`config.mk`:
```
export PLATFORM = sky130hd
export DESIGN_NAME = host_processor_bus_port
export DESIGN_NICKNAME = d
export VERILOG_FILES = /design/src/common/host_port_pkg.sv /design/src/rtl/host_irq_gen.sv /design/src/rtl/host_processor_bus_port.sv
export SDC_FILE = /design/constraint.sdc
export NUM_CORES = 1
export LEC_CHECK = 0
export BUFFER_PORTS_ARGS = -buffer_cell sky130_fd_sc_hd__buf_2
export CORE_ASPECT_RATIO = 1.25
export CORE_UTILIZATION = 30
export DETAILED_ROUTE_END_ITERATION = 10
export HOLD_SLACK_MARGIN = 0.12
export PLACE_DENSITY = 0.59
export SLEW_MARGIN = 20
export SYNTH_ARGS = -nofsm -noshare
export SYNTH_HDL_FRONTEND = slang
export SYNTH_SLANG_ARGS = --single-unit
```
`constraint.sdc`:
```
create_clock -name sys_clk -period 3.9 [get_ports sys_clk]
set_input_delay 0.39 -clock sys_clk [delete_from_list [all_inputs] [get_ports sys_clk]]
set_output_delay 0.39 -clock sys_clk [all_outputs]
set_load 0.05 [all_outputs]
```
`src/common/host_port_pkg.sv`:
```
// Package: constants and carrier types of the host processor bus port
package host_port_pkg;

  // ==========================================================
  // Widths
  localparam int DATA_W = 16;
  localparam int ADDR_W = 18;

  // ==========================================================
  // Bus modes, as seen on the mode select input
  localparam logic BUS_MODE_STROBES = 1'b0;
  localparam logic BUS_MODE_START = 1'b1;

  // ==========================================================
  // Timing: internal access latency, in ns, and derived cycle count
  localparam int CLK_PERIOD_PS = 4000;
  localparam int ACCESS_TIME_NS = 8;
  localparam int ACCESS_CYCLES_RAW =
    (ACCESS_TIME_NS * 1000 + CLK_PERIOD_PS - 1) / CLK_PERIOD_PS;
  localparam int ACCESS_CYCLES = (ACCESS_CYCLES_RAW < 1) ? 1 :
    ACCESS_CYCLES_RAW;

  // ==========================================================
  // Reset values
  localparam logic [15:0] DATA_RESET = 16'h0000;

  // ==========================================================
  // Carrier types
  typedef struct packed {
    logic write;
    logic [17:0] addr;
    logic [15:0] wdata;
  } core_req_s;

  typedef struct packed {
    logic [15:0] rdata;
    logic done;
  } core_rsp_s;

  typedef enum logic [1:0] {
    ST_IDLE,
    ST_WAIT,
    ST_ACK,
    ST_HOLD
  } port_state_e;

endpackage : host_port_pkg

```
`src/rtl/host_irq_gen.sv`:
```
// Module: registered interrupt request outputs of the host port
`timescale 1ns/1ps
`default_nettype none
module host_irq_gen
  import host_port_pkg::*;
#(
  parameter int EVENT_W = 8
) (
  input wire logic sys_clk,
  input wire logic resetn,
  input wire logic [EVENT_W-1:0] event_pending,
  input wire logic timer2_expired,
  output logic primary_irq,
  output logic timer_irq
);

  // ==========================================================
  // Request registers
  wire any_event = |event_pending;

  always_ff @(posedge sys_clk or negedge resetn) begin
    if (!resetn) begin
      primary_irq <= 1'b0;
      timer_irq <= 1'b0;
    end else begin
      primary_irq <= any_event;
      timer_irq <= timer2_expired;
    end
  end

  // ==========================================================
  // Checks
  AST_PRIMARY_FOLLOWS: assert property (@(posedge sys_clk)
    disable iff (!resetn) any_event |=> primary_irq)
    else $error("primary irq missed a pending event");
  AST_PRIMARY_QUIET: assert property (@(posedge sys_clk)
    disable iff (!resetn) !any_event |=> !primary_irq)
    else $error("primary irq without pending event");
  // The first edge after reset would compare against a value seen in reset
  AST_TIMER_IRQ: assert property (@(posedge sys_clk)
    disable iff (!resetn) $past(resetn)
    |-> timer_irq == $past(timer2_expired))
    else $error("timer irq not tied to timer expiry");

endmodule : host_irq_gen
`default_nettype wire

```
`src/rtl/host_processor_bus_port.sv`:
```
// Module: parallel host processor bus port into the device core space
`timescale 1ns/1ps
`default_nettype none
// Behaviour
// - Data is 16 bits, bit 15 most significant, multiword values low word first.
// - Each cycle carries an 18-bit address selecting one 16-bit word.
// - Ready/acknowledge rises once write data taken or read data driven.
// - Primary interrupt asserts while any special event is pending.
// - Timer interrupt asserts when a second timer set counter expires.
// - All logic runs on the single master clock.
// - Master reset asynchronously clears every flip-flop.
module host_processor_bus_port
  import host_port_pkg::*;
#(
  parameter int EVENT_W = 8
) (
  input wire logic sys_clk,
  input wire logic resetn,
  input wire logic bus_mode,
  input wire logic host_chip_select_n,
  input wire logic host_write_strobe_n,
  input wire logic host_read_strobe_n,
  input wire logic [17:0] host_word_address,
  input wire logic [15:0] host_data_in,
  output logic [15:0] host_data_out,
  output logic host_data_oe,
  output logic host_ready_out,
  output logic host_ready_oe,
  output logic core_req_valid,
  output core_req_s core_req,
  input wire core_rsp_s core_rsp,
  input wire logic [EVENT_W-1:0] event_pending,
  input wire logic timer2_expired,
  output logic primary_irq,
  output logic timer_irq
);

  // ==========================================================
  // Pin decoding; in start mode the write pin is direction (high = read)
  function automatic logic pin_low(input logic pin_n);
    return pin_n == 1'b0;
  endfunction : pin_low

  wire selected = pin_low(host_chip_select_n);
  // A read strobe only counts while the write strobe is idle
  wire strobe_rd = pin_low(host_read_strobe_n) &&
    !pin_low(host_write_strobe_n);
  wire strobe_wr = pin_low(host_write_strobe_n);
  wire start_seen = pin_low(host_read_strobe_n);
  wire dir_write = pin_low(host_write_strobe_n);
  wire start_mode = (bus_mode == BUS_MODE_START);
  wire cycle_open = start_mode ? start_seen : (strobe_rd || strobe_wr);
  // both modes reduce to a request and a direction
  wire cycle_write = start_mode ? dir_write : strobe_wr;
  // Strobe mode ends when strobes drop; start mode ends on chip deselect
  wire cycle_over = start_mode ? !selected : !(strobe_rd || strobe_wr);

  port_state_e state;
  port_state_e next_state;
  logic write_cycle;
  logic [15:0] next_data_out;
  logic next_req_valid;

  // ==========================================================
  // Transfer sequencing
  always_comb begin
    next_state = state;
    next_req_valid = 1'b0;
    next_data_out = host_data_out;
    case (state)
      ST_IDLE: begin
        if (selected && cycle_open) begin
          next_state = ST_WAIT;
          next_req_valid = 1'b1;
        end
      end
      ST_WAIT: begin
        // Abort: the core access runs on, its late done is dropped in idle
        if (!selected) begin
          next_state = ST_IDLE;
        end else if (core_rsp.done) begin
          next_state = ST_ACK;
          if (!write_cycle) begin
            next_data_out = core_rsp.rdata;
          end
        end
      end
      ST_ACK: begin
        // Ready holds until the master ends the cycle
        if (!selected || cycle_over) begin
          next_state = ST_IDLE;
        end
      end
      default: begin
        next_state = ST_IDLE;
      end
    endcase
  end

  always_ff @(posedge sys_clk or negedge resetn) begin
    if (!resetn) begin
      state <= ST_IDLE;
      write_cycle <= 1'b0;
      core_req_valid <= 1'b0;
      core_req <= '0;
      host_data_out <= DATA_RESET;
    end else begin
      state <= next_state;
      core_req_valid <= next_req_valid;
      host_data_out <= next_data_out;
      // Request fields hold after the pulse, so the core may sample late
      if (next_req_valid) begin
        write_cycle <= cycle_write;
        core_req.write <= cycle_write;
        core_req.addr <= host_word_address;
        core_req.wdata <= host_data_in;
      end
    end
  end

  // ==========================================================
  // Pin drivers; read data is loaded on the same edge that ready rises
  always_ff @(posedge sys_clk or negedge resetn) begin
    if (!resetn) begin
      host_data_oe <= 1'b0;
      host_ready_out <= 1'b0;
      host_ready_oe <= 1'b0;
    end else begin
      // Enable lags chip select a cycle: a late release for a clean pin
      host_ready_oe <= selected;
      host_ready_out <= (next_state == ST_ACK);
      host_data_oe <= selected && !write_cycle &&
        (next_state == ST_ACK);
    end
  end

  host_irq_gen #(
    .EVENT_W(EVENT_W)
  ) u_irq (
    .sys_clk(sys_clk),
    .resetn(resetn),
    .event_pending(event_pending),
    .timer2_expired(timer2_expired),
    .primary_irq(primary_irq),
    .timer_irq(timer_irq)
  );

  // ==========================================================
  // Checks
  AST_DESELECT_HIZ: assert property (@(posedge sys_clk)
    disable iff (!resetn) !selected |=> !host_data_oe && !host_ready_oe)
    else $error("bus driven while deselected");
  AST_DESELECT_NO_READY: assert property (@(posedge sys_clk)
    disable iff (!resetn) !selected |=> !host_ready_out)
    else $error("ready asserted while deselected");
  AST_READY_AFTER_DONE: assert property (@(posedge sys_clk)
    disable iff (!resetn) state == ST_WAIT && selected && core_rsp.done
    |=> host_ready_out)
    else $error("ready missing after core completion");
  AST_NO_EARLY_READY: assert property (@(posedge sys_clk)
    disable iff (!resetn) $rose(host_ready_out) |-> $past(core_rsp.done))
    else $error("ready without core completion");

  // The core may change its read data once done falls; only the rise
  // of ready is held against it, later cycles must simply stand still
  AST_READ_DATA_VALID: assert property (@(posedge sys_clk)
    disable iff (!resetn) $rose(host_ready_out) && !write_cycle
    |-> host_data_oe && host_data_out == $past(core_rsp.rdata))
    else $error("ready on read without valid data");
  AST_READ_DATA_HOLD: assert property (@(posedge sys_clk)
    disable iff (!resetn) host_ready_out && $past(host_ready_out) &&
    !write_cycle |-> host_data_oe && $stable(host_data_out))
    else $error("read data changed while ready stands");

  // Ready must fall the cycle after the master closes the transfer
  AST_READY_RELEASE: assert property (@(posedge sys_clk)
    disable iff (!resetn) host_ready_out && selected && cycle_over
    |=> !host_ready_out)
    else $error("ready held after the master closed the transfer");
  AST_START_HOLD: assert property (@(posedge sys_clk)
    disable iff (!resetn) start_mode && host_ready_out && selected
    |=> host_ready_out)
    else $error("ready dropped inside a start mode transfer");

  AST_IGNORE_UNSELECTED: assert property (@(posedge sys_clk)
    disable iff (!resetn) state == ST_IDLE && !selected |=> !core_req_valid)
    else $error("request issued without chip select");
  AST_ADDR_CAPTURE: assert property (@(posedge sys_clk)
    disable iff (!resetn) state == ST_IDLE && selected && cycle_open
    |=> core_req_valid && core_req.addr == $past(host_word_address))
    else $error("address not captured");
  // Write data is taken at the request edge, never later
  AST_WDATA_CAPTURE: assert property (@(posedge sys_clk)
    disable iff (!resetn) state == ST_IDLE && selected && cycle_open
    |=> core_req.wdata == $past(host_data_in))
    else $error("write data not captured");
  AST_WRITE_NO_DRIVE: assert property (@(posedge sys_clk)
    disable iff (!resetn) write_cycle |-> !host_data_oe)
    else $error("data bus driven during a write");
  AST_DIRECTION: assert property (@(posedge sys_clk)
    disable iff (!resetn) state == ST_IDLE && selected && cycle_open
    |=> core_req.write == $past(cycle_write))
    else $error("direction not captured");
  AST_SINGLE_REQ: assert property (@(posedge sys_clk)
    disable iff (!resetn) core_req_valid |=> !core_req_valid)
    else $error("request pulse longer than one cycle");

  COV_WRITE: cover property (@(posedge sys_clk)
    host_ready_out && write_cycle);
  COV_READ: cover property (@(posedge sys_clk)
    host_ready_out && !write_cycle);
  COV_START_MODE: cover property (@(posedge sys_clk)
    start_mode && core_req_valid);
  COV_ABORT: cover property (@(posedge sys_clk)
    state == ST_WAIT && !selected);
  COV_BACK_TO_BACK: cover property (@(posedge sys_clk)
    host_ready_out ##1 !host_ready_out ##[1:4] core_req_valid);

endmodule : host_processor_bus_port
`default_nettype wire

```
==> reports/metrics.yaml <==
synth:
  synth_ff_type: "dfrtp_1"
  syn_avg_cell_area_sq_um: 16.5
  synthCells: 136
  yosysUniqueCellTypes: 19
  synth_edf_count: 0
  async_reset_ff_frac: 1.00
  seq_area_frac_synth: 0.656
  yosys_warnings: 0
  yosys_register_bits: 59
  synthesis.nets: 202
  syn_area_sq_um: 2250
clock_tree:
  cts_tree: "built"
  post_cts_buffers: 0
  clk_path_buf_depth: 2
  ctsHoldBuffers: 0
  cts_sinks: 59
  cts.clk_slew.worst_paths_ns: 0.06
  h-tree-depth: 3
  clk_latency_ns: 0.33
  clock-root-buffer: "clkbuf_8"
  cts-buffers-inserted: 9
  post_cts_resize_count: 0
timing:
  rsz0062_at_grt: "no"
  setup_viol: 0
  drv_slew: 0
  slew_headroom: 0.334
  period_needed_ns: 1.89
  fin_ws_ns: 2.01
  setup_tns_ns: 0
  finalHoldViolCount: 0
  fin_skew_ns: 0.00644
  fmax_mhz: 528
  holdWs_ns: 0.170
  tightest_slew_ns: 0.992
  fin_crit_sh: 0.486
worst_hold_path:
  hold-path-cell-count: 1
  hp-class: "in -> reg"
  holdPathEnd: "u_irq.timer_irq"
  hp-start: "timer2_expired"
setup_path:
  cp-end-kind: "flop"
  cp-start-kind: "flop"
  reg2reg_depth: 2
  cpLargestDelayFamily: "simple AND/OR/NAND/NOR gates"
  reg2reg_slack_ns: 2.01
  r2r_end: "host_data_out[4]"
  crit_slowest_cell: "nor4_4"
  path_buf_inv: 0
  worstPathArrival_ns: 2.11
  cp.required_ns: 4.11
  path_max_fanout: 16
  crit_chain: "nor4_4 > mux2_2"
  r2r_start: "state[1]"
  slowest_delay_ns: 0.89
  criticalPathCategory: "reg -> reg"
layout:
  fin_nets: 329
  post-route-util: 0.442
  layout-drive-gt1-share: 0.709
  area_growth_pct: 39.4
  antenna_cells: 0
pwr:
  total_power_mw: 2.59
  power_density_nw_per_um2: 827
  ir_drop_uv: 374
  leakage_nw: 1.57
placement:
  dp_slack_ns: 1.88
  hpwl_microns: 3440
  portBuffers: 122
  gp_congestion: 0.741
floorplan:
  row_count: 34
  io_pins: 123
  core_sq_um: 7100
  initial_core_util: 0.317
  die_area_sq_um: 7850
  chipHeight_microns: 98.8
  die_w_microns: 79.5
drt:
  drt_wl_total_microns: 4750
  ant_nets: 0
  via_per_inst: 4.27
  vias: 1530
  drc: 0
  dr.pass1.iters: 4
  avgRoutedWirePerCell_microns: 13.3
  drtIter0Drc: 47
global_route:
  grt_usage: 0.126
  antenna_found_initial: 0
  grt_max_degree: 60
  grt.overflow.total: 0
  grt_pass1_wl_microns: 7110
  first_global_vias: 1511
outcome:
  status: "complete, no violations"
run:
  drv_cap: 0
[worst register-to-register path, cell delays in order, from the launching register on]
cell and delay (ns):
dfrtp_1 0.47, nor4_4 0.89, mux2_2 0.42
[power by group]
part           switching [mW]  leakage (nW)  internal (mW)
Clock                   0.231         0.113          0.394
Sequential             0.0848         0.706          0.793
Combinational           0.807         0.754          0.284
Total                    1.12          1.57           1.47
[layout by cell type (no fill, tap or decap), types with 2 or more instances in the layout]
cell	n
dfrtp_1	59
buf_2	122
clkbuf_8	11
nor4_1	2
nand2_1	2
o31ai_1	2
bufinv_16	2
mux2_1	2
inv_1	4
mux2_2	48
[state kept, by name, summed over array words and instances (netlist names)]
register / cells
u_irq.primary_irq: 1
core_req_valid: 1
host_data_oe: 1
write_cycle: 1
host_ready_out: 1
core_req: 34
host_data_out: 16
state: 2
u_irq.timer_irq: 1
host_ready_oe: 1
[Yosys cell counts, types with 2 or more instances]
library cell	instances	area, sq um
buf_6	5	56.3
o31ai_1	2	15.0
nor4_1	2	12.5
mux2_2	48	541
mux2_1	2	22.5
inv_1	4	15.0
dfrtp_1	59	1480
nand2_1	2	7.51
buf_4	2	15.0
[routing by layer]
metal  up-vias  routed length [microns]  track usage
li1        729                        -            -
met1       728                     1820        0.129
met2        58                     2500        0.212
met3        15                      239       0.0315
met4         0                      193        0.102
met5         -                        0            0
[how the worst max path moves through the flow]
stage                   endpoint               start  depth (start not counted)
2_1_floorplan  host_data_out[10]  host_chip_select_n                          4
5_1_grt        host_data_out[14]            state[1]                          2
3_3_place_gp    host_data_out[7]  host_chip_select_n                          3
6_report        host_data_out[4]            state[1]                          2
4_1_cts         host_data_out[4]            state[1]                          2
3_5_place_dp    host_data_out[4]  host_chip_select_n                          3
[kinds of logic (layout without fill, tap and decap cells)]
family,Yosys count,count (layout),share of synthesized area
compound gates,5,5,0.0161
buf+inv,11,143,0.0384
flops,59,59,0.656
mux,51,51,0.255
simple gates,10,10,0.0345
[through the flow]
step                      cells  instance area, sq um
after floorplan             136                  2250
after global placement      342                  2910
after detailed placement    342                  2910
after CTS                   358                  3140
after global routing        358                  3140
final                       358                  3140
[area by class of cell]
cell class,count,area [sq um]
clock buffers,12,155
repair buffers,123,618
well taps,90,113
flip-flops and latches,59,1480
multi-input cells,66,687
clock inverters,4,72.6
inverters,4,15.0
fillers,674,3970
Power figures use the tool's default switching activity.
